--- src/design/dac_frame_regs.vh ---
// Constants for the DAC serial frame decoder: frame fields, codes, APB map and timing
`ifndef DAC_FRAME_REGS_VH
`define DAC_FRAME_REGS_VH

// Frame layout, most significant bit first
`define FRAME_BITS      24
`define FRAME_CRC_BITS  32
`define FR_MODE         23:22
`define FR_ADDR         21:16
`define FR_CHAN         20:16
`define FR_DATA         15:0
`define FR_WORD         31:8
`define FR_CRC          7:0

// Mode field values
`define MODE_INPUT      2'b11
`define MODE_OFFSET     2'b10
`define MODE_GAIN       2'b01
`define MODE_SPECIAL    2'b00

// Special-function codes
`define SF_NOP          6'h00
`define SF_CTRL_WR      6'h01
`define SF_READ_SEL     6'h05

// Readback operand layout and register kinds
`define RB_KIND         15:13
`define RB_ADDR         12:7
`define RB_GRP_HI       11
`define RB_CHAN         9:7
`define RB_INPUT_A      3'h1
`define RB_INPUT_B      3'h2
`define RB_OFFSET       3'h3
`define RB_GAIN         3'h4
`define RB_CTRL         3'h5

// Channel address decode
`define GRP_BROADCAST   2'b00
`define GRP_ZERO        2'b01
`define GRP_ONE         2'b10
`define SUB_ALL         3'h0
`define SUB_GRP0        3'h1
`define SUB_GRP1        3'h2
`define MASK_ALL        16'hFFFF
`define MASK_GRP0       16'h00FF
`define MASK_GRP1       16'hFF00
`define MASK_CH0        16'h0001
`define MASK_CH8        16'h0100

// Control register bits
`define CTRL_LOW        2:0
`define CTRL_ISEL       2
`define CTRL_CRCERR     3

// CRC-8, generator x^8+x^2+x+1
`define CRC_POLY        8'h07
`define CRC_INIT        8'h00

// Reset values, mid-scale point and 14-bit data mask
`define GAIN_RESET      16'hFFFF
`define OFFSET_RESET    16'h8000
`define MID_SCALE       16'h8000
`define MASK_14BIT      16'hFFFC

// APB map (byte addresses)
`define APB_CTRL        8'h00
`define APB_STATUS      8'h04
`define APB_FRAMES      8'h08
`define ST_BUSY         0
`define ST_RD_ARMED     1
`define ST_RD_ACTIVE    2
`define ST_CRCERR       3
`define ST_LAST_LEN     13:8

// Timing
`define CLK_NS          10
`define T_STAGE_NS      600
`define T_FINAL_NS      300

`endif

--- src/design/bit_sync.v ---
// Two-flop synchroniser for a group of independent asynchronous levels
`timescale 1ns/1ns
module bit_sync #(
    parameter WIDTH     = 1,
    parameter RESET_VAL = 0
) (
    // Clock and reset
    input  wire             pclk,
    input  wire             presetn,
    // Levels
    input  wire [WIDTH-1:0] async_in,
    output wire [WIDTH-1:0] sync_out
);
    reg [WIDTH-1:0] meta_ff;
    reg [WIDTH-1:0] stable_ff;

    // First stage feeds only the second stage
    always @(posedge pclk or negedge presetn)
    begin
        if (!presetn)
        begin
            meta_ff   <= RESET_VAL[WIDTH-1:0];
            stable_ff <= RESET_VAL[WIDTH-1:0];
        end
        else
        begin
            meta_ff   <= async_in;
            stable_ff <= meta_ff;
        end
    end

    assign sync_out = stable_ff;
endmodule // bit_sync

--- src/design/dac_serial_frame_decoder.v ---
// Serial frame decoder of a 16-channel DAC with APB status registers
//
// Chosen here: register access over APB and the register offsets.
`timescale 1ns/1ns
`include "dac_frame_regs.vh"
module dac_serial_frame_decoder #(
    parameter DATA_BITS = 16,
    parameter CHANNELS  = 16
) (
    // Clock and reset
    input  wire        pclk,
    input  wire        presetn,
    // APB slave
    input  wire        psel,
    input  wire        penable,
    input  wire        pwrite,
    input  wire [7:0]  paddr,
    input  wire [31:0] pwdata,
    output wire [31:0] prdata,
    output wire        pready,
    output wire        pslverr,
    // Serial link
    input  wire        sync_n,
    input  wire        sclk,
    input  wire        sdi,
    output wire        sdo,
    output wire        sdo_oe_n,
    // Error pin
    output wire        crc_error_out_n
);
    // Low bits forced to zero on the narrow variant
    localparam [15:0] DATA_MASK = (DATA_BITS == 14) ? `MASK_14BIT : 16'hFFFF;
    localparam [5:0]  LEN_24    = `FRAME_BITS;
    localparam [5:0]  LEN_32    = `FRAME_CRC_BITS;
    localparam [5:0]  LEN_MAX   = 6'h21;
    localparam [5:0]  LEN_ONE   = 6'h01;

    // Per-channel storage
    reg [15:0] input_reg_a [0:CHANNELS-1];
    reg [15:0] input_reg_b [0:CHANNELS-1];
    reg [15:0] offset_reg  [0:CHANNELS-1];
    reg [15:0] gain_reg    [0:CHANNELS-1];
    reg [15:0] scaled_reg_a [0:CHANNELS-1];
    reg [15:0] scaled_reg_b [0:CHANNELS-1];

    // Link state
    reg        sync_d_ff;
    reg        sclk_d_ff;
    reg [31:0] shift_ff;
    reg [5:0]  len_ff;
    reg [5:0]  last_len_ff;
    reg [23:0] tx_ff;
    reg        rd_armed_ff;
    reg        rd_active_ff;
    reg [15:0] rd_sel_ff;
    reg [2:0]  ctrl_low_ff;
    reg        ctrl_crc_error_flag;
    reg [31:0] frames_ff;
    reg [31:0] prdata_ff;
    reg [15:0] rd_value;

    wire [2:0] link_s;
    wire       sync_s = link_s[2];
    wire       sclk_s = link_s[1];
    wire       sdi_s  = link_s[0];

    // All link inputs are asynchronous to pclk; frame select idles high
    bit_sync #(.WIDTH(3), .RESET_VAL(6)) u_sync (
        .pclk     (pclk),
        .presetn  (presetn),
        .async_in ({sync_n, sclk, sdi}),
        .sync_out (link_s)
    );

    // Edges seen on the synchronised link
    wire frame_fall = sync_d_ff & ~sync_s;
    wire frame_rise = ~sync_d_ff & sync_s;
    wire sclk_fall  = sclk_d_ff & ~sclk_s & ~sync_s;
    wire sclk_rise  = ~sclk_d_ff & sclk_s & ~sync_s;

    // CRC-8 over the frame word, MSB first from a zero remainder
    function [7:0] crc8;
        input [23:0] w;
        integer k;
        reg [7:0] c;
        begin
            c = `CRC_INIT;
            for (k = 23; k >= 0; k = k - 1)
                c = {c[6:0], 1'b0} ^ ((c[7] ^ w[k]) ? `CRC_POLY : 8'h00);
            crc8 = c;
        end
    endfunction

    // Channel address to a mask of target channels
    function [15:0] dec_mask;
        input [4:0] a;
        begin
            case (a[4:3])
                `GRP_BROADCAST:
                    case (a[2:0])
                        `SUB_ALL:  dec_mask = `MASK_ALL;
                        `SUB_GRP0: dec_mask = `MASK_GRP0;
                        `SUB_GRP1: dec_mask = `MASK_GRP1;
                        default:   dec_mask = 16'h0000;
                    endcase
                `GRP_ZERO: dec_mask = `MASK_CH0 << a[2:0];
                `GRP_ONE:  dec_mask = `MASK_CH8 << a[2:0];
                default:   dec_mask = 16'h0000;
            endcase
        end
    endfunction

    // Simple calibration: input times gain over full scale plus offset about mid-scale
    function [15:0] scale;
        input [15:0] x;
        input [15:0] m;
        input [15:0] c;
        reg [32:0] p;
        begin
            p     = {17'h00000, x} * {16'h0000, m + 17'h00001};
            scale = p[31:16] + c - `MID_SCALE;
        end
    endfunction

    // Frame decode at the frame select rise
    wire [23:0] word      = (len_ff == LEN_32) ? shift_ff[`FR_WORD] : shift_ff[23:0];
    wire        crc_ok    = (crc8(shift_ff[`FR_WORD]) == shift_ff[`FR_CRC]);
    wire        len_ok    = (len_ff == LEN_24) || ((len_ff == LEN_32) && crc_ok);
    wire        crc_bad   = frame_rise && (len_ff == LEN_32) && !crc_ok;
    wire        commit    = frame_rise && len_ok;
    wire [1:0]  mode      = word[`FR_MODE];
    wire [15:0] data_in   = word[`FR_DATA] & DATA_MASK;
    wire [15:0] tgt_mask  = dec_mask(word[`FR_CHAN]);
    wire        wr_data   = commit && (mode != `MODE_SPECIAL);
    wire        wr_ctrl   = commit && (mode == `MODE_SPECIAL) && (word[`FR_ADDR] == `SF_CTRL_WR);
    wire        wr_rdsel  = commit && (mode == `MODE_SPECIAL) && (word[`FR_ADDR] == `SF_READ_SEL);
    wire        rd_ctrl_done = frame_rise && rd_active_ff && (rd_sel_ff[`RB_KIND] == `RB_CTRL);
    wire        eng_busy;
    wire        calc_stb;
    wire [3:0]  calc_chan;
    wire [3:0]  rd_chan   = {rd_sel_ff[`RB_GRP_HI], rd_sel_ff[`RB_CHAN]};      // Group 10 maps to channels 8-15

    // Shift register and bit count; extra falls past 33 stop counting
    always @(posedge pclk or negedge presetn)
    begin
        if (!presetn)
        begin
            sync_d_ff   <= 1'b1;
            sclk_d_ff   <= 1'b1;                                              // Idle level, so no false edge
            shift_ff    <= 32'h00000000;
            len_ff      <= 6'h00;
            last_len_ff <= 6'h00;
        end
        else
        begin
            sync_d_ff <= sync_s;
            sclk_d_ff <= sclk_s;
            if (frame_fall)
                len_ff <= 6'h00;
            else if (sclk_fall)
            begin
                shift_ff <= {shift_ff[30:0], sdi_s};
                if (len_ff != LEN_MAX)
                    len_ff <= len_ff + LEN_ONE;
            end
            if (frame_rise)
                last_len_ff <= len_ff;
        end
    end

    // Register writes; a group write lands in every addressed channel
    integer i;
    always @(posedge pclk)
    begin
        for (i = 0; i < CHANNELS; i = i + 1)
        begin
            if (!presetn)
            begin
                input_reg_a[i] <= 16'h0000;
                input_reg_b[i] <= 16'h0000;
                offset_reg[i]  <= `OFFSET_RESET;
                gain_reg[i]    <= `GAIN_RESET;
            end
            else if (wr_data && tgt_mask[i])
            begin
                case (mode)
                    `MODE_INPUT:
                        if (ctrl_low_ff[`CTRL_ISEL])
                            input_reg_b[i] <= data_in;
                        else
                            input_reg_a[i] <= data_in;
                    `MODE_OFFSET: offset_reg[i] <= data_in;
                    `MODE_GAIN:   gain_reg[i]   <= data_in;
                    default:      offset_reg[i] <= offset_reg[i];
                endcase
            end
        end
    end

    // Scaled values recomputed one channel per stage-one slot
    always @(posedge pclk)
    begin
        if (calc_stb)
        begin
            scaled_reg_a[calc_chan] <= scale(input_reg_a[calc_chan], gain_reg[calc_chan], offset_reg[calc_chan]);
            scaled_reg_b[calc_chan] <= scale(input_reg_b[calc_chan], gain_reg[calc_chan], offset_reg[calc_chan]);
        end
    end

    // Calculation pacing; the host is expected to respect the busy time
    scale_engine #(.CHANNELS(CHANNELS), .CNT_W(8)) u_engine (
        .pclk       (pclk),
        .presetn    (presetn),
        .start      (wr_data),
        .start_mask (tgt_mask),
        .busy       (eng_busy),
        .calc_stb   (calc_stb),
        .calc_chan  (calc_chan)
    );

    // Readback value selection; scaled registers are never offered
    always @*
    begin
        case (rd_sel_ff[`RB_KIND])
            `RB_INPUT_A: rd_value = input_reg_a[rd_chan] & DATA_MASK;
            `RB_INPUT_B: rd_value = input_reg_b[rd_chan] & DATA_MASK;
            `RB_OFFSET:  rd_value = offset_reg[rd_chan] & DATA_MASK;
            `RB_GAIN:    rd_value = gain_reg[rd_chan] & DATA_MASK;
            `RB_CTRL:    rd_value = {12'h000, ctrl_crc_error_flag, ctrl_low_ff};
            default:     rd_value = 16'h0000;
        endcase
    end

    // Control bits, CRC flag and readback sequencing
    always @(posedge pclk or negedge presetn)
    begin
        if (!presetn)
        begin
            ctrl_low_ff         <= 3'h0;
            ctrl_crc_error_flag <= 1'b0;
            rd_armed_ff         <= 1'b0;
            rd_active_ff        <= 1'b0;
            rd_sel_ff           <= 16'h0000;
            tx_ff               <= 24'h000000;
            frames_ff           <= 32'h00000000;
        end
        else
        begin
            // Serial control write wins over a same-cycle APB write
            if (wr_ctrl)
                ctrl_low_ff <= word[`CTRL_LOW];
            else if (psel && penable && pwrite && (paddr == `APB_CTRL))
                ctrl_low_ff <= pwdata[`CTRL_LOW];
            // A new error beats the clear from a finishing readback
            if (crc_bad)
                ctrl_crc_error_flag <= 1'b1;
            else if (rd_ctrl_done)
                ctrl_crc_error_flag <= 1'b0;
            if (commit)
                frames_ff <= frames_ff + 32'h00000001;
            // Next frame carries the data out, MSB first
            if (frame_fall && rd_armed_ff)
            begin
                tx_ff        <= {8'h00, rd_value};
                rd_active_ff <= 1'b1;
                rd_armed_ff  <= 1'b0;
            end
            else if (sclk_rise && rd_active_ff)
                tx_ff <= {tx_ff[22:0], 1'b0};
            if (frame_rise && rd_active_ff)
                rd_active_ff <= 1'b0;
            if (wr_rdsel)
            begin
                rd_sel_ff   <= word[`FR_DATA];
                rd_armed_ff <= 1'b1;
            end
        end
    end

    assign sdo             = tx_ff[23];
    assign sdo_oe_n        = ~(rd_armed_ff | rd_active_ff);
    assign crc_error_out_n = ~ctrl_crc_error_flag;

    // APB read data captured in the setup phase; zero wait states
    wire apb_mapped = (paddr == `APB_CTRL) || (paddr == `APB_STATUS) || (paddr == `APB_FRAMES);
    always @(posedge pclk or negedge presetn)
    begin
        if (!presetn)
            prdata_ff <= 32'h00000000;
        else if (psel && !penable && !pwrite)
        begin
            case (paddr)
                `APB_CTRL:   prdata_ff <= {28'h0000000, ctrl_crc_error_flag, ctrl_low_ff};
                `APB_STATUS: prdata_ff <= {18'h00000, last_len_ff, 4'h0, ctrl_crc_error_flag,
                                           rd_active_ff, rd_armed_ff, eng_busy};
                `APB_FRAMES: prdata_ff <= frames_ff;
                default:     prdata_ff <= 32'h00000000;
            endcase
        end
    end

    assign prdata  = prdata_ff;
    assign pready  = 1'b1;
    assign pslverr = psel && penable && !apb_mapped;
endmodule // dac_serial_frame_decoder

--- src/design/scale_engine.v ---
// Sequencer that paces the three-stage scaling calculation channel by channel
`timescale 1ns/1ns
`include "dac_frame_regs.vh"
module scale_engine #(
    parameter CHANNELS = 16,
    parameter CNT_W    = 8
) (
    // Clock and reset
    input  wire                pclk,
    input  wire                presetn,
    // Request
    input  wire                start,
    input  wire [CHANNELS-1:0] start_mask,
    // Progress
    output wire                busy,
    output reg                 calc_stb,
    output reg  [3:0]          calc_chan
);
    localparam [2:0] ST_IDLE  = 3'b001;
    localparam [2:0] ST_STAGE = 3'b010;
    localparam [2:0] ST_TAIL  = 3'b100;
    // Longest times round down to whole cycles
    localparam integer     STAGE_INT = `T_STAGE_NS / `CLK_NS;
    localparam integer     TAIL_INT  = (`T_STAGE_NS + `T_FINAL_NS) / `CLK_NS;
    localparam [CNT_W-1:0] STAGE_CYC = STAGE_INT[CNT_W-1:0];
    localparam [CNT_W-1:0] TAIL_CYC  = TAIL_INT[CNT_W-1:0];
    localparam [CNT_W-1:0] CNT_ONE   = 1;

    reg [2:0]          state_ff;
    reg [CNT_W-1:0]    cnt_ff;
    reg [CHANNELS-1:0] pend_ff;

    // Lowest pending channel is calculated first
    function [3:0] lowest;
        input [CHANNELS-1:0] m;
        integer k;
        begin
            lowest = 4'h0;
            for (k = CHANNELS - 1; k >= 0; k = k - 1)
                if (m[k])
                    lowest = k[3:0];
        end
    endfunction

    assign busy = (state_ff != ST_IDLE);

    // Stage one repeats per channel, then stages two and three run once
    always @(posedge pclk or negedge presetn)
    begin
        if (!presetn)
        begin
            state_ff  <= ST_IDLE;
            cnt_ff    <= {CNT_W{1'b0}};
            pend_ff   <= {CHANNELS{1'b0}};
            calc_stb  <= 1'b0;
            calc_chan <= 4'h0;
        end
        else
        begin
            calc_stb <= 1'b0;
            case (state_ff)
                ST_IDLE:
                begin
                    if (start && (start_mask != {CHANNELS{1'b0}}))
                    begin
                        pend_ff  <= start_mask;
                        cnt_ff   <= STAGE_CYC;
                        state_ff <= ST_STAGE;
                    end
                end
                ST_STAGE:
                begin
                    if (cnt_ff == CNT_ONE)
                    begin
                        calc_stb  <= 1'b1;
                        calc_chan <= lowest(pend_ff);
                        // A late request joins the running batch
                        if ((pend_ff & ~(`MASK_CH0 << lowest(pend_ff))) == {CHANNELS{1'b0}} &&
                            !(start && (start_mask != {CHANNELS{1'b0}})))
                        begin
                            pend_ff  <= {CHANNELS{1'b0}};
                            cnt_ff   <= TAIL_CYC;
                            state_ff <= ST_TAIL;
                        end
                        else
                        begin
                            pend_ff <= (pend_ff & ~(`MASK_CH0 << lowest(pend_ff))) |
                                       (start ? start_mask : {CHANNELS{1'b0}});
                            cnt_ff  <= STAGE_CYC;
                        end
                    end
                    else
                    begin
                        cnt_ff <= cnt_ff - CNT_ONE;
                        if (start)
                            pend_ff <= pend_ff | start_mask;
                    end
                end
                ST_TAIL:
                begin
                    if (start && (start_mask != {CHANNELS{1'b0}}))
                    begin
                        pend_ff  <= start_mask;
                        cnt_ff   <= STAGE_CYC;
                        state_ff <= ST_STAGE;
                    end
                    else if (cnt_ff == CNT_ONE)
                        state_ff <= ST_IDLE;
                    else
                        cnt_ff <= cnt_ff - CNT_ONE;
                end
                default:
                    state_ff <= ST_IDLE;
            endcase
        end
    end
endmodule // scale_engine

--- config.mk ---
export PLATFORM = sky130hd
export DESIGN_NAME = dac_serial_frame_decoder
export DESIGN_NICKNAME = d
export VERILOG_FILES = /design/src/design/bit_sync.v /design/src/design/dac_serial_frame_decoder.v /design/src/design/scale_engine.v
export VERILOG_INCLUDE_DIRS = /design/src /design/src/design
export SDC_FILE = /design/constraint.sdc
export NUM_CORES = 2
export LEC_CHECK = 0
export BUFFER_PORTS_ARGS = -buffer_cell sky130_fd_sc_hd__clkbuf_2
export CORE_MARGIN = 4
export CORE_UTILIZATION = 55
export CTS_CLUSTER_SIZE = 24
export DETAILED_ROUTE_END_ITERATION = 7
export GPL_ROUTABILITY_DRIVEN = 1
export HOLD_SLACK_MARGIN = 0.1
export PLACE_DENSITY = 0.72
export SYNTH_ARGS = -nofsm -noshare
export SYNTH_HDL_FRONTEND = slang
export SYNTH_HIERARCHICAL = 1
export SYNTH_SLANG_ARGS = --single-unit
--- constraint.sdc ---
create_clock -name pclk -period 11.5 [get_ports pclk]
set_clock_uncertainty 0.15 [all_clocks]
set_input_delay 1.15 -clock pclk [delete_from_list [all_inputs] [get_ports pclk]]
set_output_delay 1.15 -clock pclk [all_outputs]
set_load 0.005 [all_outputs]
; ---- After elaboration in Yosys (flattened, before gate mapping)
; Memories as Yosys holds them, arrays and structs flattened.
; Cells that the tools add are included.
[classes]
eq_ne = 48
addsub = 3
bitwise_logic = 146
n_mux = 409
n_reduce_logical = 83
shifts = 4
[op_table]
columns = op, n
row1 = 2-to-1 mux 16 bit, 85
row2 = 2-to-1 mux 1 bit, 254
row3 = bitwise XOR 8 x 3 -> 8 bit, 19
row4 = one-hot mux 16 bit (3 select lines), 2
row5 = one-hot mux 32 bit (3 select lines), 1
row6 = 2-to-1 mux 3 bit, 31
row7 = 2-to-1 mux 4 bit, 21
row8 = bitwise OR 1 bit, 81
row9 = one-hot mux 16 bit (5 select lines), 1
row10 = 2-to-1 mux 24 bit, 3
row11 = logical AND 1 bit, 36
row12 = AND reduction 2 bit, 18
row13 = "adder 32 x 1 -> 32 bit, second input constant", 1
row14 = AND 16 bit, 2
row15 = 2-to-1 mux 8 bit, 4
row16 = inverter 16 bit, 2
row17 = bitwise OR 16 bit, 2
row18 = one-hot mux 16 bit (2 select lines), 1
row19 = "left shift 1 x 4 -> 16 bit, first input constant", 2
row20 = one-hot mux 8 bit (3 select lines), 1
row21 = 2-to-1 mux 6 bit, 3
row22 = nonzero test 2 bit, 9
row23 = bitwise XOR 1 bit, 18
row24 = zero test 16 bit, 1
row25 = 42 further kinds, 95
[word_totals]
regBits = 189
elab_cells = 715
output_inout_bits = 37
ramBits = 1024
mem_count = 4
[mem_list]
columns = memory, words, word_bits, read_ports, rd_clocked_by_memory_dff, write_ports, line
row1 = gain_reg, 16, 16, 1, 0, 16, dac_serial_frame_decoder.v:42  ; reg [15:0] gain_reg [0:CHANNELS-1];
row2 = input_reg_a, 16, 16, 1, 0, 16, dac_serial_frame_decoder.v:39  ; reg [15:0] input_reg_a [0:CHANNELS-1];
row3 = input_reg_b, 16, 16, 1, 0, 16, dac_serial_frame_decoder.v:40  ; reg [15:0] input_reg_b [0:CHANNELS-1];
row4 = offset_reg, 16, 16, 1, 0, 16, dac_serial_frame_decoder.v:41  ; reg [15:0] offset_reg [0:CHANNELS-1];

; ---- Logic depth before layout (Yosys ltp)
[depth]
word_depth = 79
ltp_mapped = 22
depth_no_buf = 18

; ---- By module
; Netlist, hierarchy kept.
[by_module_without_submodules]
columns = module, cells_each, seq_area_each_um2, instances, area_per_inst_um2
row1 = dac_serial_frame_decoder, 3721, 34430.5, 1, 52298.9
row2 = scale_engine, 284, 802.0, 1, 2230.9
row3 = bit_sync, 6, 155.1, 1, 155.1

; ---- Worst setup path before layout
; No wires, ideal clock.
[synth_timing]
path_type = register to register
from = reg len_ff[3]
to = mem gain_reg[1][0] (enable)
setup_slack_ns = 6.460
arrival_time_ns = 4.478
period_less_slack_ns = 5.040
stages_incl_launch_ff = 14
required_ns = 10.939
path_cell_list = dfrtp_1 -> clkbuf_1 -> nor4b_1 -> nand2_1 -> buf_2 -> clkbuf_1 -> buf_2 -> buf_1 -> mux2_2 -> ha_1 -> nor3_1 -> nand2_1 -> a21o_1 -> o21ai_0
[synth_rtl]
columns = item, line
row1 = "start, declared", dac_serial_frame_decoder.v:50  ; reg [5:0] len_ff;
row2 = "start signal, assigned", dac_serial_frame_decoder.v:164  ; len_ff <= len_ff + LEN_ONE;
row3 = "end, declared", dac_serial_frame_decoder.v:42

; ---- Final worst setup path
[layout_timing]
from = reg len_ff[2]
to = reg u_engine.cnt_ff[2]
[layout_between]
elab_chain_cells = 12
[layout_lines]
columns = item, line
row1 = == test 6 bit (*), dac_serial_frame_decoder.v:126  ; wire [23:0] word = (len_ff == LEN_32) ? shift_ff[`FR_WORD] : shift_ff[23:0];
row2 = 2-to-1 mux 24 bit (*), dac_serial_frame_decoder.v:126
row3 = "== test 3 x 2 -> 1 bit, or another cell as far along", dac_serial_frame_decoder.v:100  ; case (a[2:0])
row4 = one-hot mux 16 bit (3 select lines), dac_serial_frame_decoder.v:100
row5 = one-hot mux 16 bit (3 select lines) (*), dac_serial_frame_decoder.v:98  ; case (a[4:3])
row6 = named net tgt_mask[0], dac_serial_frame_decoder.v:133  ; wire [15:0] tgt_mask = dec_mask(word[`FR_CHAN]);
row7 = nonzero test 16 bit (*), "scale_engine.v:64, scale_engine.v:79, scale_engine.v:101"
row8 = logical AND 1 bit (*), "scale_engine.v:64, scale_engine.v:79, scale_engine.v:101"
row9 = zero test 1 bit, scale_engine.v:79  ; !(start && (start_mask != {CHANNELS{1'b0}})))
row10 = logical AND 1 bit, scale_engine.v:78  ; if ((pend_ff & ~(`MASK_CH0 << lowest(pend_ff))) == {CHANNELS{1'b0}} &&
row11 = 2-to-1 mux 7 bit, scale_engine.v:78
row12 = 2-to-1 mux 8 bit, scale_engine.v:73  ; if (cnt_ff == CNT_ONE)
row13 = one-hot mux 8 bit (3 select lines), scale_engine.v:61  ; case (state_ff)
row14 = "end signal, assigned", scale_engine.v:53  ; cnt_ff <= {CNT_W{1'b0}};
row15 = "end signal, assigned", scale_engine.v:94  ; cnt_ff <= cnt_ff - CNT_ONE;
row16 = "end signal, assigned", scale_engine.v:110  ; cnt_ff <= cnt_ff - CNT_ONE;
row17 = "end, declared", scale_engine.v:30  ; reg [CNT_W-1:0] cnt_ff;
; The timed path passes the listed nets; every way through them passes the cells marked *.
; A chain may end at the register's enable or synchronous reset.

==> summary.md <==
| Metric | Value |
|---|---|
| Status | finished, final reports clean |
| Critical Path AT | 6.06 ns |
| Drt pass-1 iters | 6 |
| Crit path capture type | flip-flop |
| RePlAce Congestion | 0.906 |
| Setup TNS | 0 ns |
| PostCTS Resize Cnt | 0 |
| HP Class | reg -> reg |
| Hold Buf Count CTS | 0 |
| Min Tclk post-route | 5.66 ns |
| Ys Warns | 6 |
| Crit start category | flip-flop |
| Final #Nets | 3,975 |
| Syn Nets | 4,048 |
| Clk sink count | 1,204 |
| Most common cell after layout, fill and taps aside | edfxtp_1 |
| Global-route wire length before repair | 222,000 um |
| Routed wire length per instance | 27.9 um |
| Buffers added on ports | 54 |
| Post-Syn Instances | 3,991 |
| Number of remaining DRC errors | 0 |
| Final Cycle Share | 49.2% |
| Core footprint | 98,300 sq um |
| Die X | 323 um |
| Htree depth | 3 |
| Rows | 115 |
| Endpoints failing hold | 0 |
| Clk slew on worst S/H paths | 0.06 ns |
| Vias post-DR | 34,200 |
| Die area | 104,000 sq um |
| Highest ir drop seen on vdd | 0.137 mV |
| PD cells | 153 nW/um^2 |
| Mean post-synth cell area | 13.7 sq um |
| Fin. max-slew vios | 0 |
| Root Buffer | clkbuf_16 |
| RSZ-0062 raised after global routing | false |
| Initial DRC count | 4,673 |
| Worst EP required | 11.90 ns |
| Area Growth Syn to Fin | 9.74% |
| Fmax | 177 MHz |
| Initial antenna violation count | 4 |
| Layout Utilization | 60.8% |
| Total grt overflow | 0 |
| Kind of critical path | reg -> reg |
| Slew @ Worst Pin | 1.26 ns |
| Largest net degree at the start of global routing | 158 |
| Total wire length | 148,000 um |
| Detailed Place HPWL | 85,600 um |
| IO Pins | 85 |
| CP max FO | 40 |
| Worst-Skew Late Latency | 0.71 ns |
| Finish-stage setup viols | 0 |
| Via density | 6.44 |
| Total of max-cap violations | 0 |
| Max-slew headroom | 15.8% |
| Number of global-route vias before repair | 34,500 |
| Starting Density | 55.4% |
| Postcts setup bufs | 0 |
| Max Root-Sink Buffers | 3 |
| Die Y | 323 um |
| Commonest cells after routing, fill and taps aside | 1,024 x edfxtp_1, 838 x nor2_1, 450 x nand2_1 |
| Post-Syn Area | 54,500 sq um |
| Pleak | 18.3 nW |
| GRT Total Usage | 28.9% |
| CTS Buf Count | 121 |
| Share of cells above drive strength 1 | 19.3% |
| Remaining antenna violation count after routing | 0 |
| CTS tree | yes |
layer usage:
metal  up-vias  wire length [um]  global-route usage [%]
met5         -                42                       0
met4         6              8380                    13.5
met3       438             18500                    8.26
met2      2102             68300                    45.0
met1     17100             52800                    38.0
li1      14500                 -                       -
final cells by class:
class	count	area (sq um)
clock inverter	56	553
antenna	2	5.00
inverter	36	135
tap	1287	1610
timing repair buffer	152	1050
clock buffer	167	3310
multi-input combinational	2403	17800
sequential	1204	35300
fill	7319	38500
where the power goes:
| group | internal, mW | switching [mW] | total, mW |
|---|---|---|---|
| Sequential | 4.87 | 0.0484 | 4.92 |
| Combinational | 0.0998 | 0.219 | 0.319 |
| Clock | 2.24 | 1.64 | 3.88 |
| Total | 7.22 | 1.91 | 9.13 |
worst max-delay path: stages (launching register included):
cell,delay (ns)
dfrtp_1,0.45
nor4b_1,0.67
nand2_1,0.15
buf_4,0.31
mux2_2,0.31
inv_1,0.08
ha_1,0.19
nand3_1,0.24
a21o_1,0.56
inv_1,0.27
nor4_1,0.38
a41oi_1,0.39
o21bai_1,0.30
a2111oi_0,0.50
o31a_1,0.25
and3_1,0.22
a21oi_1,0.09
through the flow:
stage	std cells	worst slack, ns	cell area (sq um)	power (mW)	hold WS [ns]
2_1_floorplan	3991	6.46	54500	5.16	0.181
3_3_place_gp	5082	6.14	55900	5.31	0.192
3_5_place_dp	5082	6.09	55900	5.33	0.190
4_1_cts	5305	6.04	59800	9.15	0.203
5_1_grt	5305	5.61	59800	9.38	0.215
6_report	5307	5.84	59800	9.13	0.199
final timing paths:
check | from | to | slack [ns] | depth (start not counted)
max | len_ff[2] | u_engine/cnt_ff[2] | 5.84 | 16
min | u_sync/meta_ff[0] | u_sync/sync_out[0] | 0.20 | 0
max reg2reg | len_ff[2] | u_engine/cnt_ff[2] | 5.84 | 16
min reg2reg | u_sync/meta_ff[0] | u_sync/sync_out[0] | 0.20 | 0
max in group asynchronous | presetn | prdata[5] | 9.47 | 2
min in group asynchronous | presetn | u_sync/meta_ff[0] | 0.28 | 1
Note: power is estimated with default switching activity, not from simulation.
